**config.mk**
```make
export PLATFORM = sky130hd
export DESIGN_NAME = slcr_top
export DESIGN_NICKNAME = d
export VERILOG_FILES = /design/src/slcr_sync2.v /design/src/slcr_top.v
export VERILOG_INCLUDE_DIRS = /design/src /design/src/pkg
export SDC_FILE = /design/constraint.sdc
export NUM_CORES = 1
export LEC_CHECK = 0
export ABC_AREA = 1
export BUFFER_PORTS_ARGS = -buffer_cell sky130_fd_sc_hd__buf_2
export CAP_MARGIN = 20
export CORE_MARGIN = 10
export CORE_UTILIZATION = 25
export CTS_CLUSTER_DIAMETER = 30
export DETAILED_ROUTE_END_ITERATION = 8
export HOLD_SLACK_MARGIN = 0.03
export SLEW_MARGIN = 20
export SYNTH_ARGS = -nofsm -noshare
export SYNTH_HDL_FRONTEND = slang
export SYNTH_HIERARCHICAL = 1
export SYNTH_SLANG_ARGS = --single-unit
```
**constraint.sdc**
```tcl
create_clock -name mclk -period 1.47 [get_ports mclk]
set_input_delay 0.2205 -clock mclk [delete_from_list [all_inputs] [get_ports mclk]]
set_output_delay 0.2205 -clock mclk [all_outputs]
set_load 0.03 [all_outputs]
```
**src/pkg/slcr_defs.vh**
```
// Addresses, field positions, reset values and codes of the strap registers
`ifndef SLCR_DEFS_VH
`define SLCR_DEFS_VH

`define SLCR_SYS_ADDR      32'hFEF80400
`define SLCR_MEM_ADDR      32'hFEF80404
`define SLCR_CFG_RST       32'hFFFFFFFF
`define SLCR_RD_ZERO       32'h00000000

`define SLCR_ID_MSB        31
`define SLCR_ID_LSB        24
`define SLCR_CLK_MSB       23
`define SLCR_CLK_LSB       20
`define SLCR_XC_MSB        19
`define SLCR_XC_LSB        16
`define SLCR_P0_MSB        15
`define SLCR_P0_LSB        12
`define SLCR_P1_MSB        11
`define SLCR_P1_LSB        8
`define SLCR_LOW_MSB       15

`define SLCR_SIZE_MSB      31
`define SLCR_SIZE_LSB      30
`define SLCR_FREF_BIT      28
`define SLCR_SPD_MSB       25
`define SLCR_SPD_LSB       24
`define SLCR_RA_MSB        22
`define SLCR_RA_LSB        20
`define SLCR_RB_MSB        18
`define SLCR_RB_LSB        16
`define SLCR_L2T_MSB       15
`define SLCR_L2T_LSB       12
`define SLCR_L2P_MSB       11
`define SLCR_L2P_LSB       8
`define SLCR_FLA_MSB       5
`define SLCR_FLA_LSB       3

`define SLCR_XC_NONE       4'hF
`define SLCR_CLK_FIRST_OK  4'hD
`define SLCR_CLK_50        4'hD
`define SLCR_CLK_60        4'hE
`define SLCR_CLK_66        4'hF
`define SLCR_CPU_FIRST_OK  4'h4
`define SLCR_CPU_ABSENT    4'h8
`define SLCR_MEM_BASE_MB   8'h10
`define SLCR_SPD_70        2'h0
`define SLCR_SPD_60        2'h1
`define SLCR_SPD_RSVD      2'h2
`define SLCR_SPD_EDO       2'h3
`define SLCR_ROM_FLASH16   3'h6
`define SLCR_ROM_UNKNOWN   3'h7
`define SLCR_L2T_FIRST_RSV 4'h2
`define SLCR_L2P_OFF       4'h0
`define SLCR_L2P_MAX       4'h5
`define SLCR_FLA_NONE      3'h7
`define SLCR_FLA_BASE_MB   7'h01

`endif

```
**src/slcr_sync2.v**
```verilog
// Two-stage synchroniser for a group of pin levels
`timescale 1ns/1ps

module slcr_sync2 #(
	parameter WIDTH = 1,
	parameter [WIDTH-1:0] RST_VAL = {WIDTH{1'b1}}
)(
	mclk,
	arst_n,
	ce,
	din,
	dout
);
	input  wire             mclk;
	input  wire             arst_n;
	input  wire             ce;
	input  wire [WIDTH-1:0] din;
	output wire [WIDTH-1:0] dout;

	reg [WIDTH-1:0] meta_r;
	reg [WIDTH-1:0] sync_r;

	genvar i;
	generate
		for (i = 0; i < WIDTH; i = i + 1)
		begin : g_bit
			always @(posedge mclk or negedge arst_n)
			begin
				if (!arst_n)
				begin
					meta_r[i] <= RST_VAL[i];
					sync_r[i] <= RST_VAL[i];
				end
				else if (ce)
				begin
					meta_r[i] <= din[i];
					sync_r[i] <= meta_r[i];
				end
			end
		end
	endgenerate

	assign dout = sync_r;
endmodule

```
**src/slcr_top.v**
```verilog
// Strap-latched system and memory configuration registers
`timescale 1ns/1ps
`include "slcr_defs.vh"

// How it works
// - System pins are captured on the power-up reset rising edge and held.
// - Bits default to one; only a board pull-down makes a zero.
// - The system register is 32 bits wide and read-only.
// - Memory pins are captured on the same edge into a separate 32-bit read-only register.
// - The identity field returns a fixed system-type code.
// - Clock code D/E/F give 50/25, 60/30, 66.66/33.33 MHz; lower reserved.
// - The external cache field always reads 1111, no external cache.
// - Processor code 4..7 present with cache size; 8 up absent; low reserved.
// - Memory size code 0..3 means 16, 32, 64, 128 megabytes.
// - Fast-refresh set means software must raise the refresh rate.
// - Speed code 0 is 70ns, 1 is 60ns, 3 is 50ns EDO, 2 reserved.
// - ROM code 110 is 16-bit flash, 111 unknown, lower codes reserved.
// - Second_level_memory_type 0 late-write, 1 pipelined burst, 2 upward reserved.
// - The block decodes its own register port for these registers.
// - L2 divider 0 disabled, 1..5 ratios 1 to 3, higher reserved.
// - Bank A flash size 1MB doubling to 64MB; 111 means none.
module slcr_top #(
	parameter [7:0] SYSTEM_ID = 8'h5A
)(
	mclk,
	arst_n,
	ce,
	por_n,
	sys_pin,
	mem_pin,
	reg_sel,
	reg_wr,
	reg_addr,
	reg_wdata,
	reg_rdata,
	reg_ack,
	reg_err,
	cfg_valid,
	clk_code_reserved,
	cpu0_present,
	cpu1_present,
	mem_size_mb,
	fast_refresh_flag,
	mem_speed_reserved,
	mem_speed_edo,
	rom_a_flash16,
	rom_b_flash16,
	second_level_memory_type_reserved,
	l2_div_enabled,
	l2_div_reserved,
	flash_a_size_mb,
	flash_a_absent
);
	input  wire        mclk;
	input  wire        arst_n;
	input  wire        ce;
	input  wire        por_n;
	input  wire [31:0] sys_pin;
	input  wire [31:0] mem_pin;
	input  wire        reg_sel;
	input  wire        reg_wr;
	input  wire [31:0] reg_addr;
	input  wire [31:0] reg_wdata;
	output wire [31:0] reg_rdata;
	output wire        reg_ack;
	output wire        reg_err;
	output wire        cfg_valid;
	output wire        clk_code_reserved;
	output wire        cpu0_present;
	output wire        cpu1_present;
	output wire [7:0]  mem_size_mb;
	output wire        fast_refresh_flag;
	output wire        mem_speed_reserved;
	output wire        mem_speed_edo;
	output wire        rom_a_flash16;
	output wire        rom_b_flash16;
	output wire        second_level_memory_type_reserved;
	output wire        l2_div_enabled;
	output wire        l2_div_reserved;
	output wire [6:0]  flash_a_size_mb;
	output wire        flash_a_absent;

	wire [31:0] sys_s;
	wire [31:0] mem_s;
	wire [0:0]  por_s;

	reg  [31:0] system_config_reg;
	reg  [31:0] memory_config_reg;
	reg         por_d_r;
	reg         valid_r;
	reg  [31:0] rdata_r;
	reg         ack_r;
	reg         err_r;
	reg  [31:0] rdata_nxt;
	reg         err_nxt;
	reg  [31:0] sys_view;

	reg         clk_rsv_r;
	reg         cpu0_r;
	reg         cpu1_r;
	reg  [7:0]  size_r;
	reg         fref_r;
	reg         spd_rsv_r;
	reg         spd_edo_r;
	reg         rom_a_r;
	reg         rom_b_r;
	reg         l2t_rsv_r;
	reg         l2p_en_r;
	reg         l2p_rsv_r;
	reg  [6:0]  fla_size_r;
	reg         fla_none_r;

	wire        capture;

	slcr_sync2 #(
		.WIDTH   (32),
		.RST_VAL (`SLCR_CFG_RST)
	) u_sys_sync (
		.mclk   (mclk),
		.arst_n (arst_n),
		.ce     (ce),
		.din    (sys_pin),
		.dout   (sys_s)
	);

	slcr_sync2 #(
		.WIDTH   (32),
		.RST_VAL (`SLCR_CFG_RST)
	) u_mem_sync (
		.mclk   (mclk),
		.arst_n (arst_n),
		.ce     (ce),
		.din    (mem_pin),
		.dout   (mem_s)
	);

	slcr_sync2 #(
		.WIDTH   (1),
		.RST_VAL (1'b0)
	) u_por_sync (
		.mclk   (mclk),
		.arst_n (arst_n),
		.ce     (ce),
		.din    (por_n),
		.dout   (por_s)
	);

	// Release edge of the power-up reset
	assign capture = por_s[0] & ~por_d_r;

	always @(posedge mclk or negedge arst_n)
	begin
		if (!arst_n)
		begin
			por_d_r           <= 1'b0;
			valid_r           <= 1'b0;
			system_config_reg <= `SLCR_CFG_RST;
			memory_config_reg <= `SLCR_CFG_RST;
		end
		else if (ce)
		begin
			por_d_r <= por_s[0];
			// Only the strap edge loads; bus writes never reach here
			if (capture)
			begin
				system_config_reg <= sys_s;
				memory_config_reg <= mem_s;
				valid_r           <= 1'b1;
			end
		end
	end

	// Read view with hardwired identity and cache fields
	always @*
	begin
		sys_view = system_config_reg;
		sys_view[`SLCR_ID_MSB:`SLCR_ID_LSB] = SYSTEM_ID;
		sys_view[`SLCR_XC_MSB:`SLCR_XC_LSB] = `SLCR_XC_NONE;
	end

	// Address decode of the register port
	always @*
	begin
		rdata_nxt = `SLCR_RD_ZERO;
		err_nxt   = 1'b0;
		if (reg_addr == `SLCR_SYS_ADDR)
		begin
			if (!reg_wr)
				rdata_nxt = sys_view;
		end
		else if (reg_addr == `SLCR_MEM_ADDR)
		begin
			if (!reg_wr)
				rdata_nxt = memory_config_reg;
		end
		else
			err_nxt = 1'b1;
	end

	always @(posedge mclk or negedge arst_n)
	begin
		if (!arst_n)
		begin
			ack_r   <= 1'b0;
			err_r   <= 1'b0;
			rdata_r <= `SLCR_RD_ZERO;
		end
		else if (ce)
		begin
			// Writes are acknowledged but store nothing
			ack_r <= reg_sel;
			err_r <= reg_sel & err_nxt;
			if (reg_sel)
				rdata_r <= rdata_nxt;
		end
	end

	// Registered decodes of the latched fields
	always @(posedge mclk or negedge arst_n)
	begin
		if (!arst_n)
		begin
			clk_rsv_r  <= 1'b0;
			cpu0_r     <= 1'b0;
			cpu1_r     <= 1'b0;
			size_r     <= `SLCR_MEM_BASE_MB;
			fref_r     <= 1'b0;
			spd_rsv_r  <= 1'b0;
			spd_edo_r  <= 1'b0;
			rom_a_r    <= 1'b0;
			rom_b_r    <= 1'b0;
			l2t_rsv_r  <= 1'b0;
			l2p_en_r   <= 1'b0;
			l2p_rsv_r  <= 1'b0;
			fla_size_r <= `SLCR_FLA_BASE_MB;
			fla_none_r <= 1'b0;
		end
		else if (ce)
		begin
			clk_rsv_r <= system_config_reg[`SLCR_CLK_MSB:`SLCR_CLK_LSB]
				< `SLCR_CLK_FIRST_OK;
			cpu0_r <= (system_config_reg[`SLCR_P0_MSB:`SLCR_P0_LSB]
				>= `SLCR_CPU_FIRST_OK) &&
				(system_config_reg[`SLCR_P0_MSB:`SLCR_P0_LSB]
				< `SLCR_CPU_ABSENT);
			cpu1_r <= (system_config_reg[`SLCR_P1_MSB:`SLCR_P1_LSB]
				>= `SLCR_CPU_FIRST_OK) &&
				(system_config_reg[`SLCR_P1_MSB:`SLCR_P1_LSB]
				< `SLCR_CPU_ABSENT);
			size_r <= `SLCR_MEM_BASE_MB <<
				memory_config_reg[`SLCR_SIZE_MSB:`SLCR_SIZE_LSB];
			fref_r <= memory_config_reg[`SLCR_FREF_BIT];
			spd_rsv_r <= memory_config_reg[`SLCR_SPD_MSB:`SLCR_SPD_LSB]
				== `SLCR_SPD_RSVD;
			spd_edo_r <= memory_config_reg[`SLCR_SPD_MSB:`SLCR_SPD_LSB]
				== `SLCR_SPD_EDO;
			rom_a_r <= memory_config_reg[`SLCR_RA_MSB:`SLCR_RA_LSB]
				== `SLCR_ROM_FLASH16;
			rom_b_r <= memory_config_reg[`SLCR_RB_MSB:`SLCR_RB_LSB]
				== `SLCR_ROM_FLASH16;
			l2t_rsv_r <= memory_config_reg[`SLCR_L2T_MSB:`SLCR_L2T_LSB]
				>= `SLCR_L2T_FIRST_RSV;
			l2p_en_r <= memory_config_reg[`SLCR_L2P_MSB:`SLCR_L2P_LSB]
				!= `SLCR_L2P_OFF;
			l2p_rsv_r <= memory_config_reg[`SLCR_L2P_MSB:`SLCR_L2P_LSB]
				> `SLCR_L2P_MAX;
			if (memory_config_reg[`SLCR_FLA_MSB:`SLCR_FLA_LSB]
				== `SLCR_FLA_NONE)
				fla_size_r <= 7'h00;
			else
				fla_size_r <= `SLCR_FLA_BASE_MB <<
					memory_config_reg[`SLCR_FLA_MSB:`SLCR_FLA_LSB];
			fla_none_r <= memory_config_reg[`SLCR_FLA_MSB:`SLCR_FLA_LSB]
				== `SLCR_FLA_NONE;
		end
	end

	assign reg_rdata          = rdata_r;
	assign reg_ack            = ack_r;
	assign reg_err            = err_r;
	assign cfg_valid          = valid_r;
	assign clk_code_reserved  = clk_rsv_r;
	assign cpu0_present       = cpu0_r;
	assign cpu1_present       = cpu1_r;
	assign mem_size_mb        = size_r;
	assign fast_refresh_flag  = fref_r;
	assign mem_speed_reserved = spd_rsv_r;
	assign mem_speed_edo      = spd_edo_r;
	assign rom_a_flash16      = rom_a_r;
	assign rom_b_flash16      = rom_b_r;
	assign second_level_memory_type_reserved   = l2t_rsv_r;
	assign l2_div_enabled     = l2p_en_r;
	assign l2_div_reserved    = l2p_rsv_r;
	assign flash_a_size_mb    = fla_size_r;
	assign flash_a_absent     = fla_none_r;
endmodule

```
==> impl_results.rst, run 1 <==
.. list-table::
   :header-rows: 1

   * - Metric
     - Value
   * - Delay of the slowest cell on the worst path
     - 0.53 ns
   * - Slowest stage cell, crit path
     - sky130_fd_sc_hd__dfstp_2
   * - Met3 wirelength from detailed routing
     - 1550 um
   * - Commonest cells after routing, fill and taps aside
     - 500 x sky130_fd_sc_hd__nand2_1, 158 x sky130_fd_sc_hd__dfstp_2, 143 x sky130_fd_sc_hd__buf_2
   * - Time the final worst path needs with I/O delays and setup
     - 1.42 ns
   * - Ordered cell list for the critical path
     - buf_4
   * - Iteration count of the initial detailed-routing pass
     - 4
   * - Slack of the worst reg-to-reg path
     - 0.31 ns
   * - Max-Cap Viols
     - 0
   * - R2r endpoint
     - memory_config_reg[14]$_DFFE_PN1P_
   * - Vias in the first global route
     - 7942
   * - Number of endpoints with negative hold slack in the final report
     - 0
   * - Remaining global-route overflow
     - 0
   * - Residual DRC
     - 0
   * - Overall via count from detail_route
     - 7750
   * - Core area
     - 37500 sq um
   * - Worst hold path cell count
     - 5
   * - Top routing layer used
     - met5
   * - Clock root buffer master
     - sky130_fd_sc_hd__clkbuf_16
   * - Final WS setup
     - 0.0499 ns
   * - Power Dens Cells
     - 1590 nW/um^2
   * - Initial antenna violation count
     - 6
   * - Post-Route Setup TNS
     - 0 ns
   * - Pre-CTS setup slack
     - -0.000894 ns
   * - Count of pins on the block boundary
     - 196
   * - Number of instances in the synthesized netlist
     - 1129
   * - Total length of routed met2 wires
     - 11600 um
   * - Post-route total power
     - 0.0208 W
   * - Worst Path Buf+Inv
     - 1
   * - Crit Path Category
     - reg2out
   * - Width of the die
     - 215 um
   * - Critical Path Sink Type
     - primary output
   * - Max Freq
     - 0.704 GHz
   * - Clock transition at the register clock pins on the worst setup and hold paths after CTS
     - 0.05 ns
   * - Clock sink total
     - 217
   * - Final Core Density
     - 34.8%
   * - Final HPWL DP
     - 18400 um
   * - Post-route cell area
     - 13100 sq um
   * - Total global-route track usage
     - 11.2%
   * - Logic depth of the worst register-to-register path
     - 5
   * - Area Growth Syn to Fin
     - 37.8%
   * - Data arrival time of the critical path
     - 1.20 ns
   * - Nets
     - 1481
   * - Maximum vdd ir drop
     - 0.664 mV
   * - Die height
     - 215 um
   * - Most common cell after layout, fill and taps aside
     - sky130_fd_sc_hd__nand2_1
   * - Pin count of the biggest net entering global routing
     - 50
   * - Final Skew
     - 0.0131 ns
   * - Number of buffers created by CTS
     - 41
   * - Placement Rows
     - 71
   * - Run status
     - completed
   * - Drt first-iter violations
     - 460
   * - Worst Hold End
     - reg_rdata[29]$_DFFE_PN0P_
   * - Worst min-delay path class
     - in2reg
   * - Leak
     - 6.68 nW
   * - First-pass GRT wire length
     - 42400 um
   * - Maximum fanout along the worst path
     - 2
   * - Family of cells with the greatest summed delay on the critical path
     - flip-flops
   * - Average footprint of a synthesized cell
     - 8.39 sq um
   * - Critical hold path startpoint
     - reg_addr[29]
   * - Crit start category
     - flop
   * - Routed Antenna Nets
     - 0
   * - Initial core utilization
     - 25.3%
   * - Share of the clock period used by the worst path after layout
     - 96.6%
   * - Number of H-tree branching levels
     - 2
   * - Overall die area
     - 46100 sq um
   * - Total of endpoints with negative setup slack in the final report
     - 0
   * - Clk buf depth
     - 3
   * - Average via count per standard cell
     - 4.09
   * - Share of cells above drive strength 1
     - 30.7%
   * - Met1 wire length
     - 12400 um
   * - Netlist Area Pre-Place
     - 9470 sq um
   * - Total wire length
     - 26400 um
   * - Worst-Skew Late Latency
     - 0.52 ns
   * - Reg-to-Reg Start
     - por_d_r$_DFFE_PN0P_
   * - Placer's final routability congestion estimate
     - 0.823
   * - Yosys warning total
     - 6
   * - Number of max-slew violations in the final report
     - 0
   * - Port Buffers
     - 147
   * - Wire per inst
     - 13.9 um
   * - Required time reported for the critical path endpoint
     - 1.25 ns
   * - Clock tree from TritonCTS
     - yes
   * - Total placed instance area
     - 10900 sq um
[how the worst max path moves through the flow]
stage | start | end | slack, ns | cells after the start
floorplan | reg_addr[24] | reg_rdata[16]$_DFFE_PN0P_ | 0.36 | 10
global placement | reg_addr[24] | reg_rdata[11]$_DFFE_PN0P_ | 0.02 | 11
detailed placement | reg_addr[24] | reg_rdata[11]$_DFFE_PN0P_ | -0.0009 | 11
CTS | mem_size_mb[4]$_DFFE_PN1P_ | mem_size_mb[4] | 0.02 | 1
global route | reg_addr[26] | reg_rdata[28]$_DFFE_PN0P_ | -0.01 | 12
finish | flash_a_size_mb[0]$_DFFE_PN1P_ | flash_a_size_mb[0] | 0.05 | 1
[report_power, final]
group          internal, W  leakage (nW)  total [W]  switching, W
Combinational     0.000937          3.52    0.00274       0.00180
Clock              0.00701         0.728     0.0101       0.00312
Sequential         0.00749          2.44    0.00791      0.000422
[metal layers]
| metal | vias to the layer above | GRT usage, % |
|---|---|---|
| li1 | 3917 | - |
| met1 | 3593 | 14.3 |
| met2 | 181 | 17.4 |
| met3 | 55 | 3.19 |
| met4 | 4 | 4.96 |
| met5 | - | 0 |
[cell type report]
class / instances / area (sq um)
diodes: 4 / 10.0
clock buffers: 49 / 1120
clock inverters: 26 / 398
fillers: 3878 / 24400
inverters: 80 / 300
multi-input cells: 770 / 3150
flip-flops and latches: 217 / 5630
well taps: 511 / 639
repair buffers: 237 / 1820
[timing repair]
action                                 CTS  global route
endpoints found under the hold margin  138             0
pin swaps                                0             5
setup buffers                            0             1
gates resized for setup                  2             5
setup endpoints to repair                2            25
gates cloned                             0             2
hold buffers                            56             0
[per-stage QoR]
stage	hold slack, ns	cells
after floorplan	-0.0751	1132
after global placement	0.123	1756
after detailed placement	0.113	1756
after CTS	0.0320	1887
after global routing	0.0674	1891
final	0.0549	1894
Note: power is estimated with default switching activity, not from simulation.
==> run 2, diff against run 1 <==
--- a/config.mk
+++ b/config.mk
@@ -9,11 +9,12 @@
 export ABC_AREA = 1
 export BUFFER_PORTS_ARGS = -buffer_cell sky130_fd_sc_hd__buf_2
 export CAP_MARGIN = 20
-export CORE_MARGIN = 10
-export CORE_UTILIZATION = 25
+export CORE_UTILIZATION = 45
 export CTS_CLUSTER_DIAMETER = 30
 export DETAILED_ROUTE_END_ITERATION = 8
 export HOLD_SLACK_MARGIN = 0.03
+export PLACE_DENSITY = 0.67
+export REMOVE_ABC_BUFFERS = 1
 export SLEW_MARGIN = 20
 export SYNTH_ARGS = -nofsm -noshare
 export SYNTH_HDL_FRONTEND = slang
==> run 2 against run 1 <==
Against the previous run: core utilization rose by 28 points; sequential cell count did not move; final cell count is 12% lower; critical path type unchanged; critical endpoint unchanged; clock power is essentially flat; via count about the same.
==> impl_results.rst, run 2 (same netlist as run 1, synthesis figures left out) <==
.. list-table::
   :header-rows: 1

   * - Metric
     - Value
   * - Maximum fanout along the worst path
     - 2 (unchanged)
   * - Total global-route track usage
     - 20.9% (+9.7 points)
   * - Overall via count from detail_route
     - 7743 (-0.090%)
   * - Wire per inst
     - 13.2 um (-5.5%)
   * - Source of the critical timing path
     - flash_a_size_mb[0]$_DFFE_PN1P_
   * - Critical Path Sink Type
     - primary output
   * - R2r endpoint
     - memory_config_reg[30]$_DFFE_PN1P_
   * - Clock sink total
     - 217 (unchanged)
   * - Crit start category
     - flop
   * - Commonest cells after routing, fill and taps aside
     - 500 x sky130_fd_sc_hd__nand2_1, 158 x sky130_fd_sc_hd__dfstp_2, 144 x sky130_fd_sc_hd__buf_2
   * - Reg-to-Reg Start
     - por_d_r$_DFFE_PN0P_
   * - Relative contribution of sequential cells to total power
     - 37.9% (-0.2 points)
   * - Crit Path Category
     - reg2out
   * - Combinational share of power
     - 12.7% (-0.5 points)
   * - Core area
     - 20400 sq um (-46%)
   * - Clock tree from TritonCTS
     - yes
   * - Worst min-delay path class
     - in2reg
   * - Sw power
     - 0.00535 W (about the same)
   * - Post-route total power
     - 0.0209 W (+0.46%)
   * - Share of the clock period used by the worst path after layout
     - 97.3% (+0.68 points)
   * - Post-Route Hold Slack
     - 0.0497 ns (-0.00518 ns)
   * - Area Growth Syn to Fin
     - 34.8%
   * - Max-Cap Viols
     - 0 (unchanged)
   * - Clock transition at the register clock pins on the worst setup and hold paths after CTS
     - 0.05 ns (about the same)
   * - Worst Path Buf+Inv
     - 1 (unchanged)
   * - Overall die area
     - 21600 sq um (-53%)
   * - Power Dens Cells
     - 1630 nW/um^2 (+2.7%)
   * - Time the final worst path needs with I/O delays and setup
     - 1.43 ns (+0.0100 ns)
   * - Critical hold path startpoint
     - ce
   * - Total of endpoints with negative setup slack in the final report
     - 0 (unchanged)
   * - Ordered cell list for the critical path
     - clkbuf_4
   * - Final HPWL DP
     - 14100 um (-23%)
   * - Worst Hold End
     - u_mem_sync/dout[21]$_DFFE_PN1P_
   * - Count of pins on the block boundary
     - 196 (unchanged)
   * - Port Buffers
     - 147 (unchanged)
   * - RSZ-0062 raised after global routing
     - no
   * - Required time reported for the critical path endpoint
     - 1.25 ns (about the same)
   * - Count of antenna diodes in the layout
     - 0 (-4)
   * - Die height
     - 147 um (-31%)
   * - Final Skew
     - 0.0260 ns (+0.0129 ns)
   * - Most common cell after layout, fill and taps aside
     - sky130_fd_sc_hd__nand2_1
   * - Family of cells with the greatest summed delay on the critical path
     - flip-flops
   * - Max Freq
     - 0.699 GHz (-0.70%)
   * - Placer's final routability congestion estimate
     - 0.761 (-7.5%)
   * - Total wire length
     - 21800 um (-17%)
   * - Number of endpoints with negative hold slack in the final report
     - 0 (unchanged)
   * - Clock root buffer master
     - sky130_fd_sc_hd__clkbuf_16
   * - Slowest stage cell, crit path
     - sky130_fd_sc_hd__dfstp_2
   * - Data arrival time of the critical path
     - 1.21 ns (about the same)
   * - Run status
     - completed
   * - Number of H-tree branching levels
     - 2 (unchanged)
   * - Leak
     - 6.72 nW (+0.49%)
   * - Placement Rows
     - 52 (-27%)
   * - Drt first-iter violations
     - 408 (-11%)
   * - Initial antenna violation count
     - 0 (-6)
   * - Nets
     - 1486 (+0.34%)
   * - Remaining global-route overflow
     - 0 (unchanged)
   * - Vias in the first global route
     - 7675 (-3.4%)
   * - Delay of the slowest cell on the worst path
     - 0.52 ns (about the same)
   * - Initial core utilization
     - 46.4% (+21 points)
   * - Number of max-slew violations in the final report
     - 0 (unchanged)
   * - Pin count of the biggest net entering global routing
     - 57 (+14%)
   * - Worst hold path cell count
     - 3 (-2)
   * - Iteration count of the initial detailed-routing pass
     - 5 (+1)
   * - Average via count per standard cell
     - 4.67 (+14%)
   * - Worst-Skew Late Latency
     - 0.52 ns (about the same)
   * - Clk buf depth
     - 3 (unchanged)
   * - Logic depth of the worst register-to-register path
     - 4 (-1)
   * - Power share of the clock group
     - 49.4% (+0.6 points)
   * - Routed Antenna Nets
     - 0 (unchanged)
   * - Net Sw Frac
     - 25.6% (-0.12 points)
   * - Maximum vdd ir drop
     - 1.15 mV (+73%)
   * - Slack of the worst reg-to-reg path
     - 0.24 ns (-0.07 ns)
   * - Internal power of the cells
     - 0.0155 W (+0.62%)
   * - Share of cells above drive strength 1
     - 31.2% (+0.57 points)
   * - Residual DRC
     - 0 (unchanged)
   * - Number of buffers created by CTS
     - 45 (+9.8%)
   * - First-pass GRT wire length
     - 36600 um (-14%)
   * - Width of the die
     - 147 um (-31%)
run 2: cell count changes in the layout (fill, tap and decap cells not counted), moves of 4 or more:
cell / before / now
sky130_fd_sc_hd__bufinv_16: 9 / 5
sky130_fd_sc_hd__diode_2: 4 / 0
sky130_fd_sc_hd__clkinv_2: 4 / 9
sky130_fd_sc_hd__buf_4: 18 / 23
sky130_fd_sc_hd__clkbuf_16: 43 / 47
run 2: per-stage QoR:
step	worst slack, ns	utilization (%)	area [sq um]	TNS (ns)	std cells
3_5_place_dp	0.0261	52.0	10600	0	1521
4_1_cts	0.00944	62.5	12800	0	1659
6_report	0.0399	62.5	12800	0	1659
2_1_floorplan	-1.56	-	9060	-72.82	1067
3_3_place_gp	0.0376	52.0	10600	0	1521
5_1_grt	0.00503	62.5	12800	0	1659
run 2: what timing repair did:
action,4_1_cts,5_1_grt
gates resized for setup,0,1
endpoints found under the setup margin,0,1
endpoints found under the hold margin,137,0
buffers inserted,0,0
hold buffers,54,0
run 2: area by class of cell:
class                      count  area (sq um)
clock buffer                  57          1290
tap                          270           338
sequential                   217          5630
inverter                      80           300
fill                        1731          7660
clock inverter                27           302
timing repair buffer         238          1760
multi-input combinational    770          3150
run 2: worst max-delay path by stage:
stage                                                   end  slack, ns  cells past startpoint
after global placement            reg_rdata[20]$_DFFE_PN0P_       0.04                     11
after global routing                     flash_a_size_mb[0]      0.005                      1
after CTS                                flash_a_size_mb[0]      0.009                      1
after detailed placement          reg_rdata[20]$_DFFE_PN0P_       0.03                     11
final                                    flash_a_size_mb[0]       0.04                      1
after floorplan           memory_config_reg[29]$_DFFE_PN1P_      -1.56                      3
run 2: per-layer routing:
metal / track usage, % / wire (um)
met3: 4.53 / 1170
met1: 27.8 / 9990
met4: 6.08 / 430
met5: 0 / 0
met2: 34.5 / 10200
run 2: power by group through the flow:
stage,Combinational (W),Clock (W),Sequential (W)
floorplan,0.00127,0,0.00824
global placement,0.00250,0,0.00795
detailed placement,0.00257,0,0.00798
CTS,0.00269,0.0105,0.00792
global route,0.00300,0.0108,0.00803
finish,0.00266,0.0103,0.00791
==> run 3, diff against run 2 <==
--- a/config.mk
+++ b/config.mk
@@ -9,11 +9,11 @@
 export ABC_AREA = 1
 export BUFFER_PORTS_ARGS = -buffer_cell sky130_fd_sc_hd__buf_2
 export CAP_MARGIN = 20
-export CORE_UTILIZATION = 45
+export CORE_UTILIZATION = 55
 export CTS_CLUSTER_DIAMETER = 30
 export DETAILED_ROUTE_END_ITERATION = 8
 export HOLD_SLACK_MARGIN = 0.03
-export PLACE_DENSITY = 0.67
+export PLACE_DENSITY = 0.79
 export REMOVE_ABC_BUFFERS = 1
 export SLEW_MARGIN = 20
 export SYNTH_ARGS = -nofsm -noshare
==> run 3 against run 2 <==
Against the previous run: hold slack barely moved; critical path depth did not move; routed wire length fell by 1.0%; largest cell class unchanged.
==> impl_results.rst, run 3 (same netlist as run 1, synthesis figures left out) <==
.. list-table::
   :header-rows: 1

   * - Metric
     - Value
   * - Family of cells with the greatest summed delay on the critical path
     - flip-flops
   * - Wire per inst
     - 13.5 um (+2.9%)
   * - Crit Path Category
     - reg2out
   * - Crit start category
     - flop
   * - Delay of the slowest cell on the worst path
     - 0.53 ns (about the same)
   * - Average via count per standard cell
     - 4.97 (+6.6%)
   * - Overall via count from detail_route
     - 7933 (+2.5%)
   * - Overall die area
     - 17800 sq um (-18%)
   * - Final HPWL DP
     - 13000 um (-7.6%)
   * - Initial antenna violation count
     - 0 (unchanged)
   * - Max-Cap Viols
     - 0 (unchanged)
   * - Power Dens Cells
     - 1560 nW/um^2 (-4.7%)
   * - Logic depth of the worst register-to-register path
     - 5 (+1)
   * - Number of endpoints with negative hold slack in the final report
     - 0 (unchanged)
   * - Number of H-tree branching levels
     - 2 (unchanged)
   * - Maximum vdd ir drop
     - 0.852 mV (-26%)
   * - Worst min-delay path class
     - in2reg
   * - Max Freq
     - 0.705 GHz (+0.77%)
   * - First-pass GRT wire length
     - 36100 um (-1.4%)
   * - RSZ-0062 raised after global routing
     - no
   * - Iteration count of the initial detailed-routing pass
     - 5 (unchanged)
   * - Share of the clock period used by the worst path after layout
     - 96.5% (-0.75 points)
   * - Slowest stage cell, crit path
     - sky130_fd_sc_hd__dfstp_2
   * - Total of endpoints with negative setup slack in the final report
     - 0 (unchanged)
   * - Clock transition at the register clock pins on the worst setup and hold paths after CTS
     - 0.06 ns (about the same)
   * - Slack of the worst reg-to-reg path
     - 0.28 ns (+0.04 ns)
   * - Ordered cell list for the critical path
     - buf_4
   * - Post-CTS Setup Bufs
     - 0 (unchanged)
   * - Area Growth Syn to Fin
     - 30.8%
   * - Port Buffers
     - 147 (unchanged)
   * - Clk buf depth
     - 3 (unchanged)
   * - Clock tree from TritonCTS
     - yes
   * - Vias in the first global route
     - 7646 (-0.38%)
   * - Critical hold path startpoint
     - reg_addr[26]
   * - Fill cell count
     - 1194 (-31%)
   * - Worst Path Buf+Inv
     - 1 (unchanged)
   * - Total global-route track usage
     - 25.2% (+4.3 points)
   * - Routed Antenna Nets
     - 0 (unchanged)
   * - Placement Rows
     - 47 (-9.6%)
   * - Post-route total power
     - 0.0193 W (-7.6%)
   * - Critical Path Sink Type
     - primary output
   * - Nets
     - 1476 (-0.67%)
   * - Time the final worst path needs with I/O delays and setup
     - 1.42 ns (-0.0110 ns)
   * - R2r endpoint
     - system_config_reg[23]$_DFFE_PN1P_
   * - Count of antenna diodes in the layout
     - 0 (unchanged)
   * - Pre-CTS setup slack
     - 0.0394 ns (+0.0134 ns)
   * - Total wire length
     - 21600 um (-1.0%)
   * - Drt first-iter violations
     - 455 (+12%)
   * - Width of the die
     - 133 um (-9.4%)
   * - Count of pins on the block boundary
     - 196 (unchanged)
   * - Most common cell after layout, fill and taps aside
     - sky130_fd_sc_hd__nand2_1
   * - Worst Hold End
     - reg_rdata[29]$_DFFE_PN0P_
   * - Worst hold path cell count
     - 5 (+2)
   * - Placer's final routability congestion estimate
     - 0.764 (+0.43%)
   * - Share of cells above drive strength 1
     - 30.3% (-0.99 points)
   * - Leak
     - 6.56 nW (-2.4%)
   * - Number of buffers created by CTS
     - 41 (-8.9%)
   * - Reg-to-Reg Start
     - por_d_r$_DFFE_PN0P_
   * - Pin count of the biggest net entering global routing
     - 54 (-5.3%)
   * - Clock root buffer master
     - sky130_fd_sc_hd__clkbuf_16
   * - Run status
     - completed
   * - Number of max-slew violations in the final report
     - 0 (unchanged)
   * - Data arrival time of the critical path
     - 1.20 ns (about the same)
   * - Final Skew
     - 0.0157 ns (-0.0103 ns)
   * - Die height
     - 133 um (-9.4%)
   * - Worst-Skew Late Latency
     - 0.52 ns (about the same)
   * - Remaining global-route overflow
     - 0 (unchanged)
   * - Initial core utilization
     - 56.7% (+10 points)
   * - Maximum fanout along the worst path
     - 2 (unchanged)
   * - Commonest cells after routing, fill and taps aside
     - 501 x sky130_fd_sc_hd__nand2_1, 158 x sky130_fd_sc_hd__dfstp_2, 143 x sky130_fd_sc_hd__buf_2
   * - Final WS setup
     - 0.0509 ns (+0.0110 ns)
   * - Required time reported for the critical path endpoint
     - 1.25 ns (about the same)
   * - Residual DRC
     - 0 (unchanged)
   * - Clock sink total
     - 217 (unchanged)
   * - Core area
     - 16700 sq um (-18%)
run 3: cell count changes in the layout (fill, tap and decap cells not counted), moves of 2 or more:
cell and delta:
sky130_fd_sc_hd__buf_4 -5, sky130_fd_sc_hd__clkbuf_8 -5, sky130_fd_sc_hd__inv_6 +4, sky130_fd_sc_hd__bufinv_16 -4, sky130_fd_sc_hd__clkbuf_1 +2, sky130_fd_sc_hd__clkbuf_16 -6
run 3: final cells by class:
class                      count  area, sq um  area share, %
sequential                   217         5630           45.4
tap                          220          275           2.22
clock buffer                  48         1080           8.74
inverter                      80          300           2.42
multi-input combinational    770         3150           25.4
clock inverter                28          236           1.91
timing repair buffer         232         1720           13.9
run 3: what timing repair did:
item / in CTS / in global routing
hold buffers: 55 / 0
setup endpoints to repair: 1 / 1
cloned: 0 / 0
gates resized for setup: 1 / 2
hold endpoints to repair: 133 / 0
run 3: how the worst max path moves through the flow:
stage | startpoint | cells after the start | endpoint | slack (ns)
2_1_floorplan | por_d_r$_DFFE_PN0P_ | 3 | memory_config_reg[29]$_DFFE_PN1P_ | -1.56
3_3_place_gp | reg_addr[12] | 10 | reg_rdata[26]$_DFFE_PN0P_ | 0.08
3_5_place_dp | reg_addr[12] | 10 | reg_rdata[24]$_DFFE_PN0P_ | 0.04
4_1_cts | mem_size_mb[4]$_DFFE_PN1P_ | 1 | mem_size_mb[4] | 0.008
5_1_grt | flash_a_size_mb[0]$_DFFE_PN1P_ | 1 | flash_a_size_mb[0] | 0.008
6_report | flash_a_size_mb[0]$_DFFE_PN1P_ | 1 | flash_a_size_mb[0] | 0.05
run 3: metal layers:
layer  wire [um]  vias to the layer above  GRT usage (%)  part of all wire, %
met5           0                        -              0                    0
met4         606                        0           9.53                  2.8
met3        1440                       53           4.76                  6.7
met2       10000                      274           41.1                   47
met1        9500                     3721           33.7                   44
li1            -                     3885              -                    -
run 3: report_power, final:
group          internal (W)  leakage (nW)  switching (W)  total (W)
combinational      0.000934          3.48        0.00174    0.00267
clock               0.00554         0.640        0.00318    0.00872
sequential          0.00749          2.44       0.000410    0.00790
run 3: per-stage QoR:
| stage | utilization (%) | TNS [ns] | cells | hold slack [ns] | cell area (sq um) |
|---|---|---|---|---|---|
| 4_1_cts | 74.2 | 0 | 1595 | 0.0377 | 12400 |
| 3_5_place_dp | 63.0 | 0 | 1464 | 0.0991 | 10500 |
| 6_report | 74.2 | 0 | 1595 | 0.0499 | 12400 |
| 5_1_grt | 74.2 | 0 | 1595 | 0.0547 | 12400 |
| 2_1_floorplan | - | -72.82 | 1067 | -0.0751 | 9060 |
| 3_3_place_gp | 63.0 | 0 | 1464 | 0.0988 | 10500 |
